--- config.mk ---
export PLATFORM = sky130hd
export DESIGN_NAME = adcrt_top
export DESIGN_NICKNAME = d
export VERILOG_FILES = /design/src/core/adcrt_pkg.sv /design/src/core/adcrt_shifter.sv /design/src/core/adcrt_top.sv
export VERILOG_INCLUDE_DIRS = /design/src /design/src/core
export SDC_FILE = /design/constraint.sdc
export NUM_CORES = 1
export LEC_CHECK = 0
export BUFFER_PORTS_ARGS = -buffer_cell sky130_fd_sc_hd__buf_4
export CAP_MARGIN = 0
export CORE_ASPECT_RATIO = 1.75
export CORE_MARGIN = 2
export CORE_UTILIZATION = 50
export CTS_BUF_LIST = sky130_fd_sc_hd__clkbuf_8
export DETAILED_ROUTE_END_ITERATION = 8
export HOLD_SLACK_MARGIN = 0.03
export PLACE_DENSITY = 0.7
export SLEW_MARGIN = 20
export SYNTH_ARGS = -nofsm -noshare
export SYNTH_HDL_FRONTEND = slang
export SYNTH_HIERARCHICAL = 1
export SYNTH_SLANG_ARGS = --single-unit
--- constraint.sdc ---
create_clock -name clk_sys -period 3 [get_ports clk_sys]
set_clock_uncertainty 0.15 [all_clocks]
set_input_delay 0.6 -clock clk_sys [delete_from_list [all_inputs] [get_ports clk_sys]]
set_output_delay 0.6 -clock clk_sys [all_outputs]
set_load 0.03 [all_outputs]
--- src/core/adcrt_cfg.svh ---
// Timing and width constants for the conversion readout sequencer
`ifndef ADCRT_CFG_SVH
`define ADCRT_CFG_SVH
`define ADCRT_CLK_NS 40
`define ADCRT_RES_BITS 14
// Busy / conversion time, longest, per speed mode
`define ADCRT_T_CONV_FAST_NS 850
`define ADCRT_T_CONV_NORM_NS 1100
`define ADCRT_T_CONV_LOWP_NS 1350
`define ADCRT_CONV_FAST_CYC (`ADCRT_T_CONV_FAST_NS / `ADCRT_CLK_NS)
`define ADCRT_CONV_NORM_CYC (`ADCRT_T_CONV_NORM_NS / `ADCRT_CLK_NS)
`define ADCRT_CONV_LOWP_CYC (`ADCRT_T_CONV_LOWP_NS / `ADCRT_CLK_NS)
// Frame sync delay, read during conversion
`define ADCRT_T_SDUR_FAST_NS 50
`define ADCRT_T_SDUR_NORM_NS 290
`define ADCRT_T_SDUR_LOWP_NS 530
`define ADCRT_SDUR_FAST_CYC (`ADCRT_T_SDUR_FAST_NS / `ADCRT_CLK_NS)
`define ADCRT_SDUR_NORM_CYC (`ADCRT_T_SDUR_NORM_NS / `ADCRT_CLK_NS)
`define ADCRT_SDUR_LOWP_CYC (`ADCRT_T_SDUR_LOWP_NS / `ADCRT_CLK_NS)
// Frame sync delay, read after conversion
`define ADCRT_T_SAFT_FAST_NS 710
`define ADCRT_T_SAFT_NORM_NS 950
`define ADCRT_T_SAFT_LOWP_NS 1190
`define ADCRT_SAFT_FAST_CYC (`ADCRT_T_SAFT_FAST_NS / `ADCRT_CLK_NS)
`define ADCRT_SAFT_NORM_CYC (`ADCRT_T_SAFT_NORM_NS / `ADCRT_CLK_NS)
`define ADCRT_SAFT_LOWP_CYC (`ADCRT_T_SAFT_LOWP_NS / `ADCRT_CLK_NS)
// Least data-valid lead before busy falls; rounded up
`define ADCRT_T_DLEAD_NS 20
`define ADCRT_DLEAD_CYC ((`ADCRT_T_DLEAD_NS + `ADCRT_CLK_NS - 1) / `ADCRT_CLK_NS)
// Strobe pin to start detect; phase slack of the first stage sits in the data lead
`define ADCRT_PIN_LAT_CYC 3
// Sync to first clock edge, last edge to sync, sync low to busy low
`define ADCRT_T_SYNC_LEAD_NS 3
`define ADCRT_T_SYNC_TAIL_NS 5
`define ADCRT_T_SYNC_BUSY_NS 25
`define ADCRT_SYNC_LEAD_CYC ((`ADCRT_T_SYNC_LEAD_NS + `ADCRT_CLK_NS - 1) / `ADCRT_CLK_NS)
`define ADCRT_SYNC_TAIL_CYC ((`ADCRT_T_SYNC_TAIL_NS + `ADCRT_CLK_NS - 1) / `ADCRT_CLK_NS)
`define ADCRT_SYNC_BUSY_CYC ((`ADCRT_T_SYNC_BUSY_NS + `ADCRT_CLK_NS - 1) / `ADCRT_CLK_NS)
`define ADCRT_RESULT_RST 14'h0000
`endif

--- src/core/adcrt_pkg.sv ---
// Types shared by the conversion readout sequencer
package adcrt_pkg;
   typedef enum logic [1:0] {
      ADCRT_SPD_FAST = 2'h0,
      ADCRT_SPD_NORM = 2'h1,
      ADCRT_SPD_LOWP = 2'h2
   } adcrt_speed_t;
   typedef enum logic [1:0] {
      ADCRT_RD_PAR = 2'h0,
      ADCRT_RD_SER_DURING = 2'h1,
      ADCRT_RD_SER_AFTER = 2'h2
   } adcrt_read_t;
   typedef struct packed {
      logic frame_sync;
      logic serial_data_clock;
      logic serial_data_out;
   } adcrt_ser_t;
endpackage : adcrt_pkg

--- src/core/adcrt_shifter.sv ---
// Master serial frame generator: sync, divided clock, data MSB first
`timescale 1ns/10ps
`include "adcrt_cfg.svh"
module adcrt_shifter #(
   parameter int WIDTH = `ADCRT_RES_BITS
) (
   input wire logic clk_sys,
   input wire logic rst_n,
   input wire logic start,
   input wire logic [WIDTH-1:0] data,
   input wire logic [1:0] div,
   output adcrt_pkg::adcrt_ser_t ser,
   output logic done
);
   typedef enum logic [4:0] {
      S_IDLE = 5'h01,
      S_LEAD = 5'h02,
      S_LOW = 5'h04,
      S_HIGH = 5'h08,
      S_TAIL = 5'h10
   } adcrt_sh_state_t;

   adcrt_sh_state_t state_ff, nxt_state;
   logic [WIDTH-1:0] shreg_ff, nxt_shreg;
   logic [7:0] half_ff, nxt_half;
   logic [4:0] bits_ff, nxt_bits;
   logic [1:0] div_ff;
   // A 40 ns clock cannot go below 80 ns, so settings 00 and 01 share it
   wire logic [7:0] half_len = (div_ff == 2'h0) ? 8'h01 : ((8'h01 << div_ff) >> 1);
   wire logic [7:0] half_last = half_len - 8'h01;
   wire logic half_end = (half_ff == half_last);
   wire logic last_bit = (bits_ff == 5'(WIDTH - 1));

   ////////////////////////////////////////////////////////////////////////
   always_comb begin
      nxt_state = state_ff;
      nxt_shreg = shreg_ff;
      nxt_half = half_ff;
      nxt_bits = bits_ff;
      case (state_ff)
         S_IDLE: begin
            if (start) begin
               nxt_state = S_LEAD;
               nxt_shreg = data;
               nxt_bits = 5'h00;
               nxt_half = 8'h00;
            end
         end
         // Sync leads the first clock edge by this whole cycle plus the first low half period
         S_LEAD: nxt_state = S_LOW;
         S_LOW: begin
            nxt_half = half_end ? 8'h00 : half_ff + 8'h01;
            if (half_end) begin
               nxt_state = S_HIGH;
            end
         end
         // Period 80, 80, 160 or 320 ns for divider 0 to 3
         S_HIGH: begin
            nxt_half = half_end ? 8'h00 : half_ff + 8'h01;
            if (half_end) begin
               nxt_bits = bits_ff + 5'h01;
               nxt_shreg = {shreg_ff[WIDTH-2:0], 1'b0};
               nxt_state = last_bit ? S_TAIL : S_LOW;
            end
         end
         // Sync held one cycle past the last falling edge
         S_TAIL: nxt_state = S_IDLE;
         default: nxt_state = S_IDLE;
      endcase
   end

   always_ff @(posedge clk_sys) begin
      if (!rst_n) begin
         state_ff <= S_IDLE;
         shreg_ff <= '0;
         half_ff <= 8'h00;
         bits_ff <= 5'h00;
         div_ff <= 2'h0;
      end else begin
         state_ff <= nxt_state;
         shreg_ff <= nxt_shreg;
         half_ff <= nxt_half;
         bits_ff <= nxt_bits;
         if (start && state_ff == S_IDLE) begin
            div_ff <= div;
         end
      end
   end

   ////////////////////////////////////////////////////////////////////////
   assign ser.frame_sync = (state_ff != S_IDLE);
   assign ser.serial_data_clock = (state_ff == S_HIGH);
   assign ser.serial_data_out = shreg_ff[WIDTH-1];
   assign done = (state_ff == S_TAIL);
endmodule : adcrt_shifter

--- src/core/adcrt_top.sv ---
// Conversion sequencer: busy timing, parallel result, master serial readout
`timescale 1ns/10ps
`include "adcrt_cfg.svh"
// Summary of operation
// - Busy high at most 850/1100/1350 ns, except in read-after where it covers the serial frame.
// - Parallel result valid by conversion time.
// - Result valid 20 ns before busy falls.
// - Read-during sync at 50/290/530 ns.
// - Read-after sync at 710/950/1190 ns.
// - Sync precedes first serial clock edge.
// - Sync falls after last serial edge.
// - Divider sets minimum serial clock period in read-after; read-during always uses setting 00.
// - Divider sets maximum serial clock period in read-after only.
// - Read-after busy covers whole serial transfer.
// - Read-after busy falls one cycle after sync falls.
// - Chip select high floats serial outputs.
// - Chip select low drives serial clock.
module adcrt_top #(
   parameter int WIDTH = `ADCRT_RES_BITS
) (
   input wire logic clk_sys,
   input wire logic rst_n,
   input wire logic conversion_start_strobe,
   input wire logic chip_select_n,
   input wire adcrt_pkg::adcrt_speed_t speed_mode,
   input wire adcrt_pkg::adcrt_read_t read_mode,
   input wire logic [1:0] serial_clock_divider,
   input wire logic [WIDTH-1:0] conv_result,
   output logic busy,
   output logic [WIDTH-1:0] data_bus,
   output logic frame_sync_o,
   output logic frame_sync_oe_n,
   output logic serial_data_clock_o,
   output logic serial_data_clock_oe_n,
   output logic serial_data_out_o,
   output logic serial_data_out_oe_n
);
   typedef enum logic [3:0] {
      C_IDLE = 4'h1,
      C_CONV = 4'h2,
      C_XFER = 4'h4,
      C_DROP = 4'h8
   } adcrt_state_t;

   adcrt_state_t state_ff, nxt_state;
   logic [2:0] start_sync_ff;
   logic start_prev_ff;
   logic [6:0] cnt_ff, nxt_cnt;
   logic [WIDTH-1:0] result_ff;
   adcrt_pkg::adcrt_read_t read_ff;
   adcrt_pkg::adcrt_speed_t speed_ff;
   adcrt_pkg::adcrt_ser_t ser;
   logic ser_done;

   function automatic logic [6:0] pick(input adcrt_pkg::adcrt_speed_t s, input int f, input int n, input int l);
      case (s)
         adcrt_pkg::ADCRT_SPD_FAST: pick = 7'(f);
         adcrt_pkg::ADCRT_SPD_NORM: pick = 7'(n);
         default: pick = 7'(l);
      endcase
   endfunction : pick

   ////////////////////////////////////////////////////////////////////////
   // Strobe pin: three stages, edge counted when stages two and three agree
   wire logic start_stable = (start_sync_ff[1] == start_sync_ff[2]);
   wire logic start_fall = start_stable && !start_sync_ff[2] && start_prev_ff;
   wire logic take_start = start_fall && (state_ff == C_IDLE);

   wire logic [6:0] conv_cyc = pick(speed_ff, `ADCRT_CONV_FAST_CYC, `ADCRT_CONV_NORM_CYC,
                                    `ADCRT_CONV_LOWP_CYC);
   wire logic [6:0] sdur_cyc = pick(speed_ff, `ADCRT_SDUR_FAST_CYC, `ADCRT_SDUR_NORM_CYC,
                                    `ADCRT_SDUR_LOWP_CYC);
   wire logic [6:0] saft_cyc = pick(speed_ff, `ADCRT_SAFT_FAST_CYC, `ADCRT_SAFT_NORM_CYC,
                                    `ADCRT_SAFT_LOWP_CYC);
   wire logic in_conv = (state_ff == C_CONV);
   wire logic conv_end = in_conv && (cnt_ff == conv_cyc);
   // Latched early: the strobe synchroniser eats into the result deadline
   wire logic latch_now = in_conv && (cnt_ff == conv_cyc - 7'(`ADCRT_DLEAD_CYC) - 7'(`ADCRT_PIN_LAT_CYC));
   wire logic is_after = (read_ff == adcrt_pkg::ADCRT_RD_SER_AFTER);
   wire logic ser_go_dur = in_conv && (read_ff == adcrt_pkg::ADCRT_RD_SER_DURING)
                           && (cnt_ff == sdur_cyc);
   wire logic ser_go_aft = in_conv && is_after && (cnt_ff == saft_cyc);
   // Read-during sends the previous result, read-after the one resolving now
   wire logic [WIDTH-1:0] ser_data = is_after ? conv_result : result_ff;
   wire logic [1:0] ser_div = is_after ? serial_clock_divider : 2'h0;

   ////////////////////////////////////////////////////////////////////////
   always_comb begin
      nxt_state = state_ff;
      nxt_cnt = cnt_ff;
      case (state_ff)
         C_IDLE: begin
            if (take_start) begin
               nxt_state = C_CONV;
               nxt_cnt = 7'h01;
            end
         end
         C_CONV: begin
            nxt_cnt = cnt_ff + 7'h01;
            if (conv_end) begin
               nxt_state = is_after ? C_XFER : C_IDLE;
            end
         end
         // Busy rides through the frame; done marks the sync tail
         C_XFER: begin
            if (ser_done) begin
               nxt_state = C_DROP;
            end
         end
         // Sync already low here; busy falls one cycle later
         C_DROP: nxt_state = C_IDLE;
         default: nxt_state = C_IDLE;
      endcase
   end

   always_ff @(posedge clk_sys) begin
      if (!rst_n) begin
         start_sync_ff <= 3'h7;
         start_prev_ff <= 1'b1;
         state_ff <= C_IDLE;
         cnt_ff <= 7'h00;
         read_ff <= adcrt_pkg::ADCRT_RD_PAR;
         speed_ff <= adcrt_pkg::ADCRT_SPD_FAST;
      end else begin
         start_sync_ff <= {start_sync_ff[1:0], conversion_start_strobe};
         if (start_stable) begin
            start_prev_ff <= start_sync_ff[2];
         end
         state_ff <= nxt_state;
         cnt_ff <= nxt_cnt;
         // Modes frozen per conversion so a mid-flight change cannot tear timing
         if (take_start) begin
            read_ff <= read_mode;
            speed_ff <= speed_mode;
         end
      end
   end

   always_ff @(posedge clk_sys) begin
      if (!rst_n) begin
         result_ff <= `ADCRT_RESULT_RST;
      end else if (latch_now) begin
         result_ff <= conv_result;
      end
   end

   ////////////////////////////////////////////////////////////////////////
   adcrt_shifter #(
      .WIDTH(WIDTH)
   ) adcrt_shifter_inst (
      .clk_sys(clk_sys),
      .rst_n(rst_n),
      .start(ser_go_dur || ser_go_aft),
      .data(ser_data),
      .div(ser_div),
      .ser(ser),
      .done(ser_done)
   );

   assign busy = (state_ff != C_IDLE);
   assign data_bus = result_ff;
   assign frame_sync_o = ser.frame_sync;
   assign serial_data_clock_o = ser.serial_data_clock;
   assign serial_data_out_o = ser.serial_data_out;
   // Enables follow the pin with no flop so release stays within one gate delay
   assign frame_sync_oe_n = chip_select_n;
   assign serial_data_clock_oe_n = chip_select_n;
   assign serial_data_out_oe_n = chip_select_n;
endmodule : adcrt_top

==> results of run 1 <==
[metal layers]
| metal | track usage, % | vias to the layer above | part of all wire [%] |
|---|---|---|---|
| met5 | 0 | - | 0 |
| met2 | 35.8 | 76 | 51 |
| met3 | 4.99 | 23 | 3.6 |
| li1 | - | 1609 | - |
| met4 | 13.5 | 0 | 4.1 |
| met1 | 25.4 | 1544 | 42 |
[final timing paths]
| kind | endpoint | slack (ps) | cells after the start |
|---|---|---|---|
| max | adcrt_shifter_inst/half_ff[6] | 320 | 6 |
| min | start_sync_ff[1] | 260 | 1 |
| max reg2reg | adcrt_shifter_inst/half_ff[6] | 320 | 6 |
| min reg2reg | start_sync_ff[1] | 260 | 1 |
[cell families (layout without fill, tap and decap cells)]
kind of cell               after synthesis  after routing  share of synthesized area, %
buffers and inverters                   45             78                          6.22
and+or+nand+nor                        178            178                          25.8
DFF                                     67             67                          35.4
AOI/OAI and AO/OA                       89             89                          16.1
xor gates and xnor gates                 4              4                         0.926
adders and majority gates                5              5                          1.65
muxes                                   46             46                          13.9
[cell usage in the layout (no fill, tap or decap), types with 5 or more instances in the layout]
cell type,n
sky130_fd_sc_hd__inv_1,11
sky130_fd_sc_hd__nand2b_1,10
sky130_fd_sc_hd__mux2_4,8
sky130_fd_sc_hd__a31oi_1,5
sky130_fd_sc_hd__nand3_1,24
sky130_fd_sc_hd__a21boi_0,8
sky130_fd_sc_hd__ha_1,5
sky130_fd_sc_hd__nand4_1,6
sky130_fd_sc_hd__clkbuf_8,13
sky130_fd_sc_hd__dfxtp_1,67
sky130_fd_sc_hd__a21oi_1,16
sky130_fd_sc_hd__mux2_2,19
sky130_fd_sc_hd__nand2_1,61
sky130_fd_sc_hd__or3_1,5
sky130_fd_sc_hd__mux2i_1,19
sky130_fd_sc_hd__and2_1,16
sky130_fd_sc_hd__buf_4,51
sky130_fd_sc_hd__nor3_1,7
sky130_fd_sc_hd__nor2_1,13
sky130_fd_sc_hd__o21ai_0,20
[sequential cells by signal, indices dropped and copies added, names as in the netlist]
| name | flops |
|---|---|
| adcrt_shifter_inst/shreg_ff | 14 |
| data_bus | 14 |
| adcrt_shifter_inst/half_ff | 8 |
| cnt_ff | 7 |
| adcrt_shifter_inst/bits_ff | 5 |
| adcrt_shifter_inst/state_ff | 5 |
| state_ff | 4 |
| start_sync_ff | 3 |
| adcrt_shifter_inst/div_ff | 2 |
| read_ff | 2 |
| speed_ff | 2 |
| start_prev_ff | 1 |
[per-stage QoR]
stage / power (W) / worst slack, ps / cell area [sq um]
6_report: 0.00187 / 316 / 4330
5_1_grt: 0.00194 / 131 / 4330
4_1_cts: 0.00189 / 291 / 4330
3_5_place_dp: 0.000976 / 299 / 4080
3_3_place_gp: 0.000975 / 388 / 4080
2_1_floorplan: 0.000950 / 386 / 3780
[power by group through the flow]
| stage | Clock, W | Sequential, W | Combinational, W |
|---|---|---|---|
| after global placement | 0 | 0.000913 | 0.0000612 |
| final | 0.000912 | 0.000893 | 0.0000626 |
| after floorplan | 0 | 0.000913 | 0.0000368 |
| after detailed placement | 0 | 0.000914 | 0.0000624 |
| after CTS | 0.000937 | 0.000893 | 0.0000627 |
| after global routing | 0.000980 | 0.000893 | 0.0000690 |
[cell type report]
class | count | area, sq um
clock buffer | 13 | 179
timing repair buffer | 51 | 383
inverter | 11 | 41.3
sequential | 67 | 1340
tap | 88 | 110
clock inverter | 3 | 67.6
multi-input combinational | 322 | 2210
fill | 687 | 3130
==> results.py, run 1 <==
metrics = {
    "outcome": {
        "outcome": "finished clean",
    },
    "sta": {
        "finalSetupViolations": 0,
        "period_share_pct": 89.5,
        "hold_slack_ps": 257,
        "maxClockFrequency_mhz": 373,
        "grt_setup_unrepaired": "false",
        "slew_hr_pct": 46.3,
        "max_slew.worst_pin.slew_ps": 801,
        "tns_ps": 0,
        "final-hold-violation-count": 0,
        "period_minus_slack_ps": 2680,
        "drv_slew": 0,
    },
    "floorplanning": {
        "placementRows": 42,
        "die-width_microns": 69.8,
        "initial_utilization_pct": 50.7,
        "design.die.area_sq_um": 8310,
        "floorplan.io_pins": 45,
        "die-height_microns": 119,
        "core-area_sq_um": 7460,
    },
    "synth": {
        "yosys-top-cells-count": "sky130_fd_sc_hd__dfxtp_1 (67), sky130_fd_sc_hd__nand2_1 (61), sky130_fd_sc_hd__nand3_1 (24), sky130_fd_sc_hd__o21ai_0 (20)",
        "synth_edf_count": 0,
        "synth_top_cells_by_area": "sky130_fd_sc_hd__dfxtp_1 (35%), sky130_fd_sc_hd__nand2_1 (6.1%), sky130_fd_sc_hd__mux2_2 (5.7%)",
        "post_synth.cell_area_avg_sq_um": 8.72,
        "synth_most_common_cell": "sky130_fd_sc_hd__dfxtp_1",
        "synth_top_area_share_pct": 35.4,
        "synth-seq-area-share_pct": 35.4,
        "synth_area_leader_cell": "sky130_fd_sc_hd__dfxtp_1",
        "synth.ff_latch_count": 67,
        "synth.lib_cells_used.distinct": 65,
        "syn_area_sq_um": 3780,
        "synth-async-reset-ratio_pct": 0,
        "netlist_instances": 434,
        "syn_nets": 463,
        "yosysWarningCount": 6,
        "postSynth.topFlopCell": "sky130_fd_sc_hd__dfxtp_1",
    },
    "setup_path": {
        "worst_setup_path_start_kind": "flop",
        "setup.worst_path.class": "reg -> reg",
        "critPathTopFamily": "simple AND/OR/NAND/NOR gates",
        "bufs_and_invs_on_worst_path": 0,
        "timing.critical_path.from": "state_ff[2]",
        "endpoint_kind": "flop",
        "cp.required_ps": 3120,
        "crit_fanout": 7,
        "crit-reg2reg-launch": "state_ff[2]",
        "critPathArrivalTime_ps": 2810,
        "cpPeakStageDelay_ps": 650,
        "worstPathCellList": "or4b_1 > a221oi_1 > and3b_1 > o311ai_1 > or4_1 > a22oi_1",
        "critical_path.slowest_cell": "sky130_fd_sc_hd__or4b_1",
    },
    "routing": {
        "drt_iter0_drc": 246,
        "route.detailed.wl_per_inst_microns": 15.3,
        "vias_cell": 5.86,
        "drt_drc_violations_left": 0,
        "postRouteAntennaNets": 0,
        "via_count": 3252,
        "drt-pass1-iter-count": 4,
        "routed_wl_microns": 8500,
    },
    "clocking": {
        "cts-resized-gates": 0,
        "cts_sinks": 67,
        "tritoncts.num_buffers": 9,
        "post-cts-setup-buffer-count": 0,
        "clkLatencyLatePin_ps": 360,
        "tritoncts": "built",
        "cts-root-to-sink-buffers": 2,
        "postCtsHoldBufs": 0,
        "clk_pin_slew_worst_paths_ps": 70,
        "clk_root_buffer_cell": "sky130_fd_sc_hd__clkbuf_8",
        "h_tree_level_count": 3,
    },
    "global_routing": {
        "grt.total_usage_pct": 21.8,
        "grt_antenna_before_repair": 0,
        "grt_first_pass_wirelength_microns": 14700,
        "grt_overflow": 0,
        "grt_pass1_vias": 3208,
        "grt_start_max_net_pins": 40,
    },
    "placement": {
        "place.detailed.instances": 539,
        "gp_congestion": 0.808,
        "place.detailed.hpwl_microns": 6050,
        "place.port_buffers": 40,
    },
    "job": {
        "cap_viol_max_count": 0,
    },
    "pwr": {
        "p_leak_nw": 1.72,
        "p_switching_w": 0.000389,
        "power.share.combinational_pct": 3.4,
        "power_frac_clock_pct": 48.8,
        "switching_share_pct": 20.8,
        "cell_internal_pwr_w": 0.00148,
        "power_frac_seq_pct": 47.8,
        "peakVddDrop_mv": 0.270,
        "power.density_cell_area_nw_per_um2": 431,
    },
    "layout": {
        "final-instance-count-excl-fill": 555,
        "layout-drive-gt1-share_pct": 22.7,
        "antenna-diode-count": 0,
        "fin_util_pct": 58.0,
        "syn2layout_area_growth_pct": 14.4,
        "fin_nets": 491,
    },
    "worst_hold_path": {
        "worst_hold_startpoint": "start_sync_ff[0]",
        "min_path_type": "reg -> reg",
    },
}
Note: power is estimated with default switching activity, not from simulation.
==> inputs of run 2 (changes only) <==
Settings changed: HOLD_SLACK_MARGIN 0.03 to 0.05, PLACE_DENSITY 0.7 to 0.73.
Clock period 3 ns to 2.4 ns, I/O delays scaled along.
==> run 2 against run 1 <==
Against the previous run: cell count rose by 4.3%; worst hold slack got worse by 89 ps; first-iteration DRC count fell by 11%; critical path type unchanged; sequential power rose by 25%; setup slack got worse by 280 ps; largest cell class unchanged; register-to-register slack got worse by 280 ps; count of clock-buffer cells in the layout fell by 1.
==> results.py, run 2 (synthesized netlist as in run 1, its figures left out) <==
metrics = {
    "global_routing": {
        "grt_start_max_net_pins": 51,
        "grt_first_pass_wirelength_microns": 14900,
        "grt.total_usage_pct": 22.2,
        "grt_pass1_vias": 3312,
        "grt_overflow": 0,
        "grt_antenna_before_repair": 0,
    },
    "layout": {
        "antenna-diode-count": 0,
        "layout_common_cells": "sky130_fd_sc_hd__buf_4 (74), sky130_fd_sc_hd__dfxtp_1 (65), sky130_fd_sc_hd__nand2_1 (61)",
        "syn2layout_area_growth_pct": 19.9,
        "final-instance-count-excl-fill": 579,
        "fin_nets": 516,
        "fillers": 681,
        "layout-drive-gt1-share_pct": 28.1,
        "mostFrequentLayoutCell": "sky130_fd_sc_hd__buf_4",
    },
    "placement": {
        "gp_congestion": 0.837,
        "place.port_buffers": 40,
        "place.detailed.hpwl_microns": 6520,
        "place.detailed.instances": 562,
    },
    "clocking": {
        "cts_sinks": 67,
        "postCtsHoldBufs": 0,
        "h_tree_level_count": 3,
        "tritoncts": "built",
        "clk_root_buffer_cell": "sky130_fd_sc_hd__clkbuf_8",
        "clkLatencyLatePin_ps": 350,
        "tritoncts.num_buffers": 9,
        "cts-root-to-sink-buffers": 2,
        "clk_pin_slew_worst_paths_ps": 70,
    },
    "setup_path": {
        "worst_setup_path_start_kind": "flop",
        "crit_fanout": 8,
        "endpoint_kind": "flop",
        "cp.required_ps": 2520,
        "setup.worst_path.class": "reg -> reg",
        "critPathArrivalTime_ps": 2490,
    },
    "routing": {
        "via_count": 3329,
        "routed_wl_microns": 9140,
        "vias_cell": 5.75,
        "drt_iter0_drc": 220,
        "drt-pass1-iter-count": 5,
        "route.detailed.wl_per_inst_microns": 15.8,
        "postRouteAntennaNets": 0,
        "drt_drc_violations_left": 0,
    },
    "floorplanning": {
        "die-width_microns": 69.8,
        "die-height_microns": 119,
        "floorplan.io_pins": 45,
        "design.die.area_sq_um": 8310,
        "core-area_sq_um": 7460,
        "initial_utilization_pct": 50.7,
        "placementRows": 42,
    },
    "sta": {
        "hold_slack_ps": 167,
        "period_minus_slack_ps": 2370,
        "final-hold-violation-count": 0,
        "period_share_pct": 98.6,
        "maxClockFrequency_mhz": 423,
        "slew_hr_pct": 41.2,
        "grt_setup_unrepaired": "true",
        "finalSetupViolations": 0,
        "drv_slew": 0,
        "max_slew.worst_pin.slew_ps": 878,
    },
    "job": {
        "cap_viol_max_count": 0,
    },
    "outcome": {
        "outcome": "finished clean",
    },
    "pwr": {
        "p_leak_nw": 1.85,
        "peakVddDrop_mv": 0.320,
        "power.density_cell_area_nw_per_um2": 457,
    },
    "worst_hold_path": {
        "min_path_type": "in -> reg",
    },
}
## run 2: worst max-delay path, stage by stage (launching register included)
cell	delay, ps
sky130_fd_sc_hd__dfxtp_2	320
sky130_fd_sc_hd__or4b_4	550
sky130_fd_sc_hd__a221oi_4	220
sky130_fd_sc_hd__and3b_1	210
sky130_fd_sc_hd__o311ai_2	90
sky130_fd_sc_hd__buf_4	190
sky130_fd_sc_hd__or4_1	390
sky130_fd_sc_hd__a22oi_1	160
## run 2: metal layers
layer | global-route usage, % | vias to the layer above | share of wire [%]
li1 | - | 1653 | -
met1 | 22.9 | 1583 | 39
met2 | 41.0 | 70 | 54
met3 | 5.16 | 23 | 3.7
met4 | 11.1 | 0 | 3.1
met5 | 0 | - | 0
## run 2: power breakdown
part | internal, W | switching (W)
sequential | 0.00111 | 0.00000146
combinational | 0.0000367 | 0.0000444
clock | 0.000447 | 0.000428
## run 2: repair_timing
item / 4_1_cts / 5_1_grt
pin swaps: 9 / 2
endpoints found under the setup margin: 4 / 4
gates resized for setup: 4 / 6
gates cloned: 0 / 0
setup buffers: 2 / 0
hold endpoints to repair: 0 / 0
## run 2: through the flow
step	worst slack, ps	utilization, %	TNS (ps)	area [sq um]	total power, W
global placement	-34.3	57.4	-102	4290	0.00122
global route	-62.3	60.8	-130	4540	0.00214
detailed placement	-112	57.4	-252	4290	0.00122
floorplan	-9.84	-	-29.5	3800	0.00119
CTS	21.8	60.4	0	4510	0.00209
finish	34.7	60.8	0	4540	0.00207
## run 2: worst paths after layout
| check | from | to | slack [ps] | depth (start not counted) |
|---|---|---|---|---|
| hold reg to reg | start_sync_ff[0] | start_sync_ff[1] | 270 | 1 |
| hold / removal | conversion_start_strobe | start_sync_ff[0] | 170 | 2 |
| setup / recovery | state_ff[3] | adcrt_shifter_inst/half_ff[6] | 30 | 7 |
| setup reg to reg | state_ff[3] | adcrt_shifter_inst/half_ff[6] | 30 | 7 |
## run 2: final cells by class
class                      count  area (sq um)  area share (%)
multi-input combinational    322          2270            50.0
sequential                    67          1340            29.6
timing repair buffer          76           596            13.1
clock buffer                  12           165            3.64
tap                           88           110            2.43
inverter                      11          41.3           0.910
clock inverter                 3          13.8           0.303
